===== src/ipu_pkg.sv =====
// Constants, types and register map of the interrupt priority unit
package ipu_pkg;
   // Machine state bits that the unit reads and updates
   typedef struct packed {
      logic imprecise_enable;
      logic unmaskable_irq_enable;
      logic me;
      logic ee;
   } ipu_mstate_s;
   // Synchronous faults reported by the pipeline for the current instruction
   typedef struct packed {
      logic [2:0] dmc;
      logic imc;
      logic isi;
      logic illegal;
      logic trap;
      logic dsi;
      logic align;
      logic store;
      logic iac;
      logic dac;
   } ipu_fault_s;
   typedef enum logic [3:0] {CS_NONE, CS_RESET, CS_DMC, CS_IMC, CS_ISI, CS_PROG,
      CS_DSI, CS_ALIGN, CS_WDT, CS_EXT, CS_FIT} ipu_cause_e;
   typedef enum logic [1:0] {ST_RUN, ST_SYNC, ST_HALT} ipu_state_e;
   // Register byte offsets
   localparam logic [11:0] A_MSTATE = 12'h000;
   localparam logic [11:0] A_TCTRL = 12'h004;
   localparam logic [11:0] A_TSTAT = 12'h008;
   localparam logic [11:0] A_DCTRL = 12'h00C;
   localparam logic [11:0] A_XCTRL = 12'h010;
   localparam logic [11:0] A_SRPC = 12'h014;
   localparam logic [11:0] A_SRST = 12'h018;
   localparam logic [11:0] A_ISTAT = 12'h01C;
   localparam logic [11:0] A_EDATA = 12'h020;
   localparam logic [11:0] A_XSTAT = 12'h024;
   localparam logic [11:0] A_VPFX = 12'h028;
   // Field positions
   localparam int TC_WIE = 0;
   localparam int TC_FIE = 1;
   localparam int TC_WRC = 2;
   localparam int TS_WIS = 0;
   localparam int TS_FIS = 1;
   localparam int DC_RST = 0;
   localparam int DC_TRAP = 2;
   localparam int XC_RST = 0;
   localparam int XC_CMD = 2;
   localparam int IS_MCS = 0;
   localparam int IS_MFE = 1;
   localparam int IS_PTR = 2;
   localparam int IS_ST = 3;
   localparam int IS_DMC = 4;
   localparam int IS_IMC = 7;
   localparam int VPFX_LSB = 9;
   // Field codes
   localparam logic [1:0] WRC_HALT = 2'h3;
   localparam logic [1:0] CMD_HALT = 2'h1;
   localparam logic [1:0] CMD_RESUME = 2'h2;
   localparam logic [2:0] HC_NONE = 3'h0;
   localparam logic [2:0] HC_DEBUG = 3'h1;
   localparam logic [2:0] HC_CMD = 3'h2;
   localparam logic [2:0] HC_UNMASK = 3'h3;
   localparam logic [2:0] HC_WDOG = 3'h4;
   // Vector offsets, multiples of 32 bytes
   localparam logic [8:0] V_MCHECK = 9'h000;
   localparam logic [8:0] V_RESET = 9'h040;
   localparam logic [8:0] V_DSI = 9'h060;
   localparam logic [8:0] V_ISI = 9'h080;
   localparam logic [8:0] V_EXT = 9'h0A0;
   localparam logic [8:0] V_ALIGN = 9'h0C0;
   localparam logic [8:0] V_PROG = 9'h0E0;
   localparam logic [8:0] V_FIT = 9'h120;
   localparam logic [8:0] V_WDT = 9'h140;
   // Values after reset
   localparam ipu_mstate_s MS_RST = 4'h0;
   localparam logic [31:0] VPFX_RST = 32'h0000_0000;
endpackage


===== src/ipu_core.sv =====
// Interrupt priority unit: source masking, priority resolution, take/promote/halt, APB registers
// How it works
// - One interrupt at a time; simultaneous ones taken in fixed priority order.
// - One report per class; several data machine check types merge into one.
// - Masked exception stays as status and fires once unmasked unless cleared.
// - External enable gates the external input and both timer interrupts.
// - Machine check, alignment, storage and program cannot be masked: take or halt.
// - Machine check needs mcheck enable; other unmaskables need unmaskable enable.
// - Unmaskable with unmaskable enable 0 and mcheck enable 1 becomes machine check.
// - System reset is an unmaskable interrupt saving current address and state.
// - All asynchronous interrupts except system reset rank below all synchronous ones.
// - Debug and command halts stop at once, outranked only by system reset.
// - Reset from reset pin, or 01/10 written to either reset request field.
// - Data and instruction machine checks rank 2 and 3; halt without mcheck enable.
// - Instruction storage ranks 4; halts when both enables are 0.
// - Program ranks 5: illegal or trap; trap halts when trap select is 1.
// - Data storage 6 and alignment 7; data storage wins when both arise.
// - Watchdog needs enable and status; repeat event halts (11) or resets (01/10).
// - External input ranks 9; fixed interval timer ranks 10 with enable and status.
// - Async interrupt taken at boundary; saved address is next unexecuted instruction.
// - Address compare debug events halt before the address leaves the core.
// - Non-reset interrupts wait for imprecise checks; priority resolved after the wait.
// - Interrupted instruction commits nothing besides status and error data.
// - Handler address is prefix top bits joined with a 9-bit vector offset.
// - Taking clears external and unmaskable enables; machine check clears mcheck enable.
// - Unmaskable halt updates save, status and vector, halt cause 011.
// - Promotion clears mcheck first, sets mcheck source, saves as machine check.
`timescale 1ns/1ps
`default_nettype none
module ipu_core
   import ipu_pkg::*;
(
   input wire logic clock,
   input wire logic rst_n,
   input wire logic [11:0] paddr,
   input wire logic psel,
   input wire logic penable,
   input wire logic pwrite,
   input wire logic [31:0] pwdata,
   output logic [31:0] prdata,
   output logic pready,
   output logic pslverr,
   input wire logic ext_irq_pin,
   input wire logic ext_reset_pin,
   input wire logic wdog_event,
   input wire logic fit_event,
   input wire ipu_fault_s fault,
   input wire logic [31:0] fault_pc,
   input wire logic [31:0] fault_addr,
   input wire logic [31:0] next_pc,
   input wire logic boundary,
   input wire logic mem_quiet,
   input wire logic rfi,
   output logic irq_take,
   output logic [31:0] irq_vector,
   output ipu_cause_e irq_cause,
   output logic core_halt,
   output logic reset_take,
   output logic commit_block
);
   ipu_state_e st_reg, st_next;
   ipu_mstate_s ms_reg, ms_next, srst_reg, srst_next;
   ipu_cause_e cause, cause_reg, cause_next;
   logic [3:0] tc_reg, tc_next;
   logic [1:0] ts_reg, ts_next;
   logic trap_sel_reg, trap_sel_next;
   logic [31:0] srpc_reg, srpc_next, edr_reg, edr_next, vpx_reg, vpx_next;
   logic [31:0] vec_reg, vec_next, prdata_reg, prdata_next;
   logic [7:0] isr_reg, isr_next;
   logic [2:0] hc_reg, hc_next;
   logic take_reg, take_next, halt_reg, halt_next, rtake_reg, rtake_next;
   logic cblk_reg, cblk_next, pready_reg, pslverr_reg, pslverr_next;
   logic ext_m, ext_s, rstp_m, rstp_s, rstp_d;
   logic wr, setup, mapped, sync_any, dbg_halt, async_pend, rst_req, cmd_halt;
   logic is_mc, is_unm, is_async, promote, halt_now;
   logic [8:0] voff;
   logic [31:0] rdv;

   // Pin inputs pass two flops; the reset pin has a third so logic reads the second and third for its rising edge
   always_ff @(posedge clock) begin
      if (!rst_n) begin
         ext_m <= 1'b0;
         ext_s <= 1'b0;
         rstp_m <= 1'b0;
         rstp_s <= 1'b0;
         rstp_d <= 1'b0;
      end else begin
         ext_m <= ext_irq_pin;
         ext_s <= ext_m;
         rstp_m <= ext_reset_pin;
         rstp_s <= rstp_m;
         rstp_d <= rstp_s;
      end
   end

   // Bus decode and read mux; zero wait states, unmapped answers with pslverr
   always_comb begin
      setup = psel & ~penable;
      wr = psel & penable & pready_reg & pwrite & ~pslverr_reg;
      mapped = 1'b1;
      rdv = 32'h0000_0000;
      if (paddr == A_MSTATE) rdv = {28'h0000000, ms_reg};
      else if (paddr == A_TCTRL) rdv = {28'h0000000, tc_reg};
      else if (paddr == A_TSTAT) rdv = {30'h00000000, ts_reg};
      else if (paddr == A_DCTRL) rdv = {29'h00000000, trap_sel_reg, 2'h0};
      else if (paddr == A_XCTRL) rdv = 32'h0000_0000; // Command fields are write-only
      else if (paddr == A_SRPC) rdv = srpc_reg;
      else if (paddr == A_SRST) rdv = {28'h0000000, srst_reg};
      else if (paddr == A_ISTAT) rdv = {24'h000000, isr_reg};
      else if (paddr == A_EDATA) rdv = edr_reg;
      else if (paddr == A_XSTAT) rdv = {28'h0000000, halt_reg, hc_reg};
      else if (paddr == A_VPFX) rdv = {vpx_reg[31:VPFX_LSB], 9'h000};
      else mapped = 1'b0;
   end

   // Combinational priority selection over pending sources and enables
   always_comb begin
      sync_any = (|fault.dmc) | fault.imc | fault.isi | fault.illegal
         | (fault.trap & ~trap_sel_reg) | fault.dsi | fault.align;
      dbg_halt = fault.iac | fault.dac | (fault.trap & trap_sel_reg);
      async_pend = ms_reg.ee & (ext_s | (tc_reg[TC_WIE] & ts_reg[TS_WIS])
         | (tc_reg[TC_FIE] & ts_reg[TS_FIS]));
      cause = CS_NONE;
      if (|fault.dmc) cause = CS_DMC;
      else if (fault.imc) cause = CS_IMC;
      else if (fault.isi) cause = CS_ISI;
      else if (fault.illegal | (fault.trap & ~trap_sel_reg)) cause = CS_PROG;
      else if (fault.dsi) cause = CS_DSI;
      else if (fault.align) cause = CS_ALIGN;
      else if (ms_reg.ee & tc_reg[TC_WIE] & ts_reg[TS_WIS]) cause = CS_WDT;
      else if (ms_reg.ee & ext_s) cause = CS_EXT;
      else if (ms_reg.ee & tc_reg[TC_FIE] & ts_reg[TS_FIS]) cause = CS_FIT;
      is_mc = (cause == CS_DMC) | (cause == CS_IMC);
      is_unm = (cause == CS_ISI) | (cause == CS_PROG) | (cause == CS_DSI)
         | (cause == CS_ALIGN);
      is_async = (cause == CS_WDT) | (cause == CS_EXT) | (cause == CS_FIT);
      promote = is_unm & ~ms_reg.unmaskable_irq_enable & ms_reg.me;
      halt_now = (is_mc & ~ms_reg.me) | (is_unm & ~ms_reg.unmaskable_irq_enable & ~ms_reg.me);
      voff = V_MCHECK;
      case (cause)
         CS_ISI: voff = V_ISI;
         CS_PROG: voff = V_PROG;
         CS_DSI: voff = V_DSI;
         CS_ALIGN: voff = V_ALIGN;
         CS_WDT: voff = V_WDT;
         CS_EXT: voff = V_EXT;
         CS_FIT: voff = V_FIT;
         default: voff = V_MCHECK;
      endcase
      if (promote) voff = V_MCHECK;
   end

   // Next state of registers and sequencer
   always_comb begin
      st_next = st_reg;
      ms_next = ms_reg;
      srst_next = srst_reg;
      tc_next = tc_reg;
      ts_next = ts_reg;
      trap_sel_next = trap_sel_reg;
      srpc_next = srpc_reg;
      edr_next = edr_reg;
      vpx_next = vpx_reg;
      vec_next = vec_reg;
      isr_next = isr_reg;
      hc_next = hc_reg;
      cause_next = cause_reg;
      take_next = 1'b0;
      rtake_next = 1'b0;
      prdata_next = prdata_reg;
      pslverr_next = pslverr_reg;
      rst_req = rstp_s & ~rstp_d;
      cmd_halt = 1'b0;
      // Read data and error are captured in the setup cycle
      if (setup) begin
         prdata_next = rdv;
         pslverr_next = ~mapped;
      end
      // Software writes take effect at the access edge
      if (wr) begin
         if (paddr == A_MSTATE) ms_next = pwdata[3:0];
         else if (paddr == A_TCTRL) tc_next = pwdata[3:0];
         else if (paddr == A_TSTAT) ts_next = ts_reg & ~pwdata[1:0];
         else if (paddr == A_ISTAT) isr_next = isr_reg & ~pwdata[7:0];
         else if (paddr == A_SRPC) srpc_next = pwdata;
         else if (paddr == A_SRST) srst_next = pwdata[3:0];
         else if (paddr == A_EDATA) edr_next = pwdata;
         else if (paddr == A_VPFX) vpx_next = pwdata;
         else if (paddr == A_DCTRL) begin
            trap_sel_next = pwdata[DC_TRAP];
            if (^pwdata[DC_RST +: 2]) rst_req = 1'b1;
         end else if (paddr == A_XCTRL) begin
            if (^pwdata[XC_RST +: 2]) rst_req = 1'b1;
            cmd_halt = pwdata[XC_CMD +: 2] == CMD_HALT;
            if (pwdata[XC_CMD +: 2] == CMD_RESUME && st_reg == ST_HALT) begin
               st_next = ST_RUN;
               hc_next = HC_NONE;
            end
         end
      end
      // Timer events set status; a set in the clearing cycle wins
      if (fit_event) ts_next[TS_FIS] = 1'b1;
      if (wdog_event) ts_next[TS_WIS] = 1'b1;
      // Watchdog event while status is still set escalates
      if (wdog_event & ts_reg[TS_WIS]) begin
         if (tc_reg[TC_WRC +: 2] == WRC_HALT) begin
            st_next = ST_HALT;
            hc_next = HC_WDOG;
         end else if (^tc_reg[TC_WRC +: 2]) rst_req = 1'b1;
      end
      if (rfi & st_reg == ST_RUN) ms_next = srst_reg;
      if (rst_req) begin
         // System reset skips synchronization and outranks everything
         srpc_next = next_pc;
         srst_next = ms_reg;
         ms_next = MS_RST;
         vec_next = {vpx_reg[31:VPFX_LSB], V_RESET};
         cause_next = CS_RESET;
         rtake_next = 1'b1;
         hc_next = HC_NONE;
         st_next = ST_RUN;
      end else if (st_reg != ST_HALT && (dbg_halt | cmd_halt)) begin
         st_next = ST_HALT;
         hc_next = cmd_halt ? HC_CMD : HC_DEBUG;
      end else if (st_next != ST_HALT) begin
         case (st_reg)
            ST_RUN: begin
               if (sync_any | (boundary & async_pend)) st_next = ST_SYNC;
            end
            ST_SYNC: begin
               // Resolve only once earlier imprecise checks have landed
               if (mem_quiet && cause == CS_NONE) st_next = ST_RUN;
               else if (mem_quiet) begin
                  srpc_next = is_async ? next_pc : fault_pc;
                  srst_next = ms_reg;
                  ms_next.ee = 1'b0;
                  ms_next.unmaskable_irq_enable = 1'b0;
                  if (is_mc | promote) ms_next.me = 1'b0;
                  vec_next = {vpx_reg[31:VPFX_LSB], voff};
                  cause_next = cause;
                  if (is_mc) begin
                     isr_next[IS_MFE] = 1'b1;
                     isr_next[IS_MCS] = 1'b0;
                     isr_next[IS_DMC +: 3] = fault.dmc;
                     isr_next[IS_IMC] = cause == CS_IMC;
                  end
                  if (promote) begin
                     isr_next[IS_MFE] = 1'b0;
                     isr_next[IS_MCS] = 1'b1;
                  end
                  if (cause == CS_PROG) isr_next[IS_PTR] = fault.trap;
                  if (cause == CS_DSI || cause == CS_ALIGN) begin
                     isr_next[IS_ST] = fault.store;
                     edr_next = fault_addr;
                  end
                  if (cause == CS_DMC) edr_next = fault_addr;
                  if (halt_now) begin
                     st_next = ST_HALT;
                     hc_next = HC_UNMASK;
                  end else begin
                     st_next = ST_RUN;
                     take_next = 1'b1;
                  end
               end
            end
            default: st_next = st_reg;
         endcase
      end
      halt_next = st_next == ST_HALT;
      cblk_next = st_next != ST_RUN;
   end

   // State registers
   always_ff @(posedge clock) begin
      if (!rst_n) begin
         st_reg <= ST_RUN;
         ms_reg <= MS_RST;
         srst_reg <= MS_RST;
         tc_reg <= 4'h0;
         ts_reg <= 2'h0;
         trap_sel_reg <= 1'b0;
         srpc_reg <= 32'h0000_0000;
         edr_reg <= 32'h0000_0000;
         vpx_reg <= VPFX_RST;
         vec_reg <= 32'h0000_0000;
         isr_reg <= 8'h00;
         hc_reg <= HC_NONE;
         cause_reg <= CS_NONE;
         take_reg <= 1'b0;
         rtake_reg <= 1'b0;
         halt_reg <= 1'b0;
         cblk_reg <= 1'b0;
         prdata_reg <= 32'h0000_0000;
         pready_reg <= 1'b0;
         pslverr_reg <= 1'b0;
      end else begin
         st_reg <= st_next;
         ms_reg <= ms_next;
         srst_reg <= srst_next;
         tc_reg <= tc_next;
         ts_reg <= ts_next;
         trap_sel_reg <= trap_sel_next;
         srpc_reg <= srpc_next;
         edr_reg <= edr_next;
         vpx_reg <= vpx_next;
         vec_reg <= vec_next;
         isr_reg <= isr_next;
         hc_reg <= hc_next;
         cause_reg <= cause_next;
         take_reg <= take_next;
         rtake_reg <= rtake_next;
         halt_reg <= halt_next;
         cblk_reg <= cblk_next;
         prdata_reg <= prdata_next;
         pready_reg <= 1'b1;
         pslverr_reg <= pslverr_next;
      end
   end

   assign prdata = prdata_reg;
   assign pready = pready_reg;
   assign pslverr = pslverr_reg;
   assign irq_take = take_reg;
   assign irq_vector = vec_reg;
   assign irq_cause = cause_reg;
   assign core_halt = halt_reg;
   assign reset_take = rtake_reg;
   assign commit_block = cblk_reg;

   logic quiet_ok;
   assign quiet_ok = st_reg == ST_SYNC && mem_quiet && !rst_req && !dbg_halt && !cmd_halt
      && !(wdog_event & ts_reg[TS_WIS]);
endmodule
`default_nettype wire


===== config.mk =====
export PLATFORM = sky130hd
export DESIGN_NAME = ipu_core
export DESIGN_NICKNAME = d
export VERILOG_FILES = /design/src/ipu_pkg.sv /design/src/ipu_core.sv
export SDC_FILE = /design/constraint.sdc
export NUM_CORES = 1
export LEC_CHECK = 0
export BUFFER_PORTS_ARGS = -buffer_cell sky130_fd_sc_hd__buf_2
export CAP_MARGIN = 20
export CORE_AREA = 2 2 149 151
export DETAILED_ROUTE_END_ITERATION = 8
export DIE_AREA = 0 0 151 153
export PLACE_DENSITY = 0.76
export SYNTH_ARGS = -nofsm -noshare
export SYNTH_HDL_FRONTEND = slang
export SYNTH_SLANG_ARGS = --single-unit

===== constraint.sdc =====
create_clock -name clock -period 2.58 [get_ports clock]
set_input_delay 0.129 -clock clock [delete_from_list [all_inputs] [get_ports clock]]
set_output_delay 0.129 -clock clock [all_outputs]
set_load 0.02 [all_outputs]

==> results by stage <==
STA:
- The number of pins with negative max-slew slack in the final report came to 0.
- The final setup slack of the worst path is 0.2273 ns.
- Timing would allow up to 425.0 MHz.
- On the final layout, the worst hold slack is 0.03304 ns.
- After layout, the worst path uses 91.19% of the clock period.
- Measured against its own limit, the worst slew margin works out to 41.76%.
- For the pin with the worst max-slew slack, the measured transition is 0.8737 ns.
- Setup repair after global routing left no endpoint under its margin.
- The number of hold-slack violations in the final timing report is 0.
- The final setup TNS is 0 ns.
- Setup violations remaining at the end of the flow were counted as 0.
- The final period demand of the worst path is 2.353 ns.
- Between clock sinks in the finished design, the worst skew comes to 0.01993 ns.

Synthesis:
- The largest area contributor in the netlist is dfxtp_1.
- The share of synthesized area in the top cell type comes to 39.70%.
- The fraction of synthesis flops using an asynchronous set or reset pin is 0%.
- The cell area after technology mapping is 0.009532 mm^2.
- The leading register cell type out of synthesis is dfxtp_1.
- The sequential cell area fraction in the yosys report is 39.70%.
- Yosys mapped a number of flops with a built-in enable equal to 0.
- In the post-synthesis netlist, the biggest area contributors are dfxtp_1 40%, nand2_1 10%, nand3_1 7.8%.
- The distinct cell type count of the synthesized netlist is 71.
- The number of cells produced by synthesis is 1177.
- Counting flops and latches in the post-synthesis netlist gives 189.
- During synthesis, Yosys emitted a total of 0 warnings.
- After synthesis, the mean cell area works out to 8.098 um^2.

Route:
- Before antenna repair, the detailed router went through 7 iterations.
- The detailed-route wire length is 34660 um.
- The number of vias after detailed routing is 10549.
- For this block, the initial DRC count from the detailed router was 1260.
- After detailed routing, the number of vias per cell comes to 5.990.
- After detailed routing, the number of remaining DRC violations is 0.
- Dividing the detail-routed wire length by the instance count gives 19.68 um.
- In this run the remaining antenna-violating nets after routing total 0.

Cells and area:
- Cells fill 59.34% of the core in the end.
- After the last flow step, the layout net total stands at 1632.
- Cells with a size suffix above 1 make up 23.11% of the layout.
- The fill cell instance count of the final layout is 1846.
- The most common cell after layout, fill and taps aside is nand2_1.
- Relative to the synthesized area, the layout overhead comes to 33.75%.
- The library cells used most frequently in the layout, excluding fill and tap cells, are 257 x nand2_1, 231 x buf_2, 189 x dfxtp_1, 148 x nand3_1, 94 x dlygate4sd3_1.

Power:
- Power spread over the standard cell area amounts to 513.1 mW/mm^2.
- The analysis attributes to cell leakage a power of 5.396 nW.
- The total power draw is 6.542 mW.
- The worst-case vdd ir drop is 0.0004850 V.

Die:
- The floorplan step defined a die boundary enclosing 0.02310 mm^2.
- The effective utilization at floorplan is 44.36%.
- The floorplan die height is 153 um.
- The placeable core region is 0.02149 mm^2.
- The boundary pin count is 238.
- The number of core rows is 54.
- The horizontal die dimension is 151 um.

Critical path:
- Data on the critical path is required at its endpoint by 2.91 ns.
- The largest single stage delay on the critical path is 0.54 ns.
- The nature of the critical path endpoint is a register.
- The slowest stage of the critical path belongs to the cell or4_1.
- The kind of critical path is register to register.
- The critical path goes through ha_1, and3_1, nor4_2, buf_4, o21a_2, nand2_1, or4_1, mux2i_1.
- The critical path arrival is 2.68 ns.
- The critical path launch point type is a register.
- The maximum fanout along the worst path is 6.

Clock tree:
- The clock tree buffer depth is 2.
- TritonCTS built the clock tree.
- The clock reaches the later pin of the worst-skew pair after 0.45 ns.
- The number of levels the H-tree was split into is 4.
- The TritonCTS sink count is 189.
- In this run the clock root is driven by a clkbuf_16.
- The clock-pin slew reported for the worst setup and hold paths after clock tree synthesis is 0.07 ns.
- The number of clock buffers inserted by TritonCTS is 17.

GRT:
- The wire length of the first global-routing pass is 54230 um.
- The total congestion overflow after global routing is 0.
- The number of antenna violations at the first check in global routing is 0.
- The via count of the first global-routing pass came to 10313.
- The overall fraction of global-route tracks in use is 29.56%.
- Entering global routing, the biggest net connects 91 pins.

Outcome:
- The run finished with clean final reports.

Placed design:
- OpenSTA, run right after detailed placement, puts the worst setup slack at 0.02475 ns.
- The port buffer count is 232.
- Summed over all nets, the half-perimeter wirelength after detailed placement is 23020 um.
- The final RePlAce weighted congestion is 0.9969.

Hold path:
- The class of the tightest hold or removal check is input pin to register.

Job:
- The max-cap check violation count is 0.
[kinds of logic after synthesis]
group / count (synthesis) / synth area share [%]
AO/OA/AOI/OAI: 272 / 22.01
XOR/XNOR: 2 / 0.1838
adder cells (fa/ha/maj): 1 / 0.1312
buffers and inverters: 118 / 5.658
flip-flops: 189 / 39.70
multiplexers: 51 / 5.369
other: 1 / 0.03934
AND/OR/NAND/NOR: 543 / 26.91
[worst max-delay path, delay by kind of cell, from the launching register on]
family,cells,cell delay (ns)
flops,1,0.32
fa+ha+maj,1,0.22
simple gates,4,1.19
buf+inv,1,0.17
compound gates,1,0.23
mux,1,0.14
[path summary, 6_finish.rpt]
kind,startpoint,to,slack (ns),cells after the start
setup reg to reg,tc_reg[2]$_SDFFE_PN0P_,isr_reg[2]$_SDFF_PN0_,0.23,8
hold / removal,penable,pslverr$_SDFFE_PN0P_,0.03,3
hold reg to reg,ext_m$_SDFF_PN0_,ext_s$_SDFF_PN0_,0.44,1
setup / recovery,tc_reg[2]$_SDFFE_PN0P_,isr_reg[2]$_SDFF_PN0_,0.23,8
[metal layers]
metal	share of wire, %	wire (um)	global-route usage (%)	vias to the layer above
met1	39	13580	37.33	4923
met2	47	16120	48.05	685
met4	5.0	1727	14.51	0
met5	0	0	0	-
met3	9.3	3228	5.761	143
li1	-	-	-	4798
[cell usage after synthesis, drive strengths merged (4+ instances only)]
cell type	instances
clkbuf	74
nand2b	8
inv	7
o31ai	4
buf	37
a32o	33
nand3	148
mux2i	50
or4	4
a222oi	20
nand2	258
nor2b	20
or2	4
a22oi	10
a21boi	51
and2	33
nor4	9
nor3	11
nor2	27
a31oi	5
and3	4
a21oi	41
dfxtp	189
o211a	35
o21ai	39
[per-stage QoR]
stage	cells	cell area (um^2)
finish	1761	12750
global route	1760	12750
detailed placement	1634	11150
CTS	1760	12740
global placement	1634	11150
floorplan	1181	9547
[final cells by class]
type / instances / area, um^2 / share of cell area, %
diodes: 1 / 2.502 / 0.01963
clock buffers: 17 / 425.4 / 3.337
clock inverters: 15 / 224.0 / 1.757
flip-flops and latches: 189 / 3784 / 29.68
multi-input cells: 874 / 5291 / 41.51
repair buffers: 378 / 2645 / 20.75
inverters: 7 / 26.28 / 0.2061
well taps: 280 / 350.3 / 2.748
[where the power goes]
| group | internal (mW) | switching (mW) |
|---|---|---|
| registers | 2.96 | 0.0418 |
| logic | 0.324 | 0.370 |
| clock network | 1.50 | 1.34 |
| total | 4.79 | 1.75 |
[repair_timing]
item / CTS / global route
hold buffers: 94 / 0
hold endpoints to repair: 96 / 0
resized for setup: 0 / 1
buffers inserted: 0 / 0
setup endpoints to repair: 0 / 1
No activity file was read; power rests on OpenSTA's default activity.
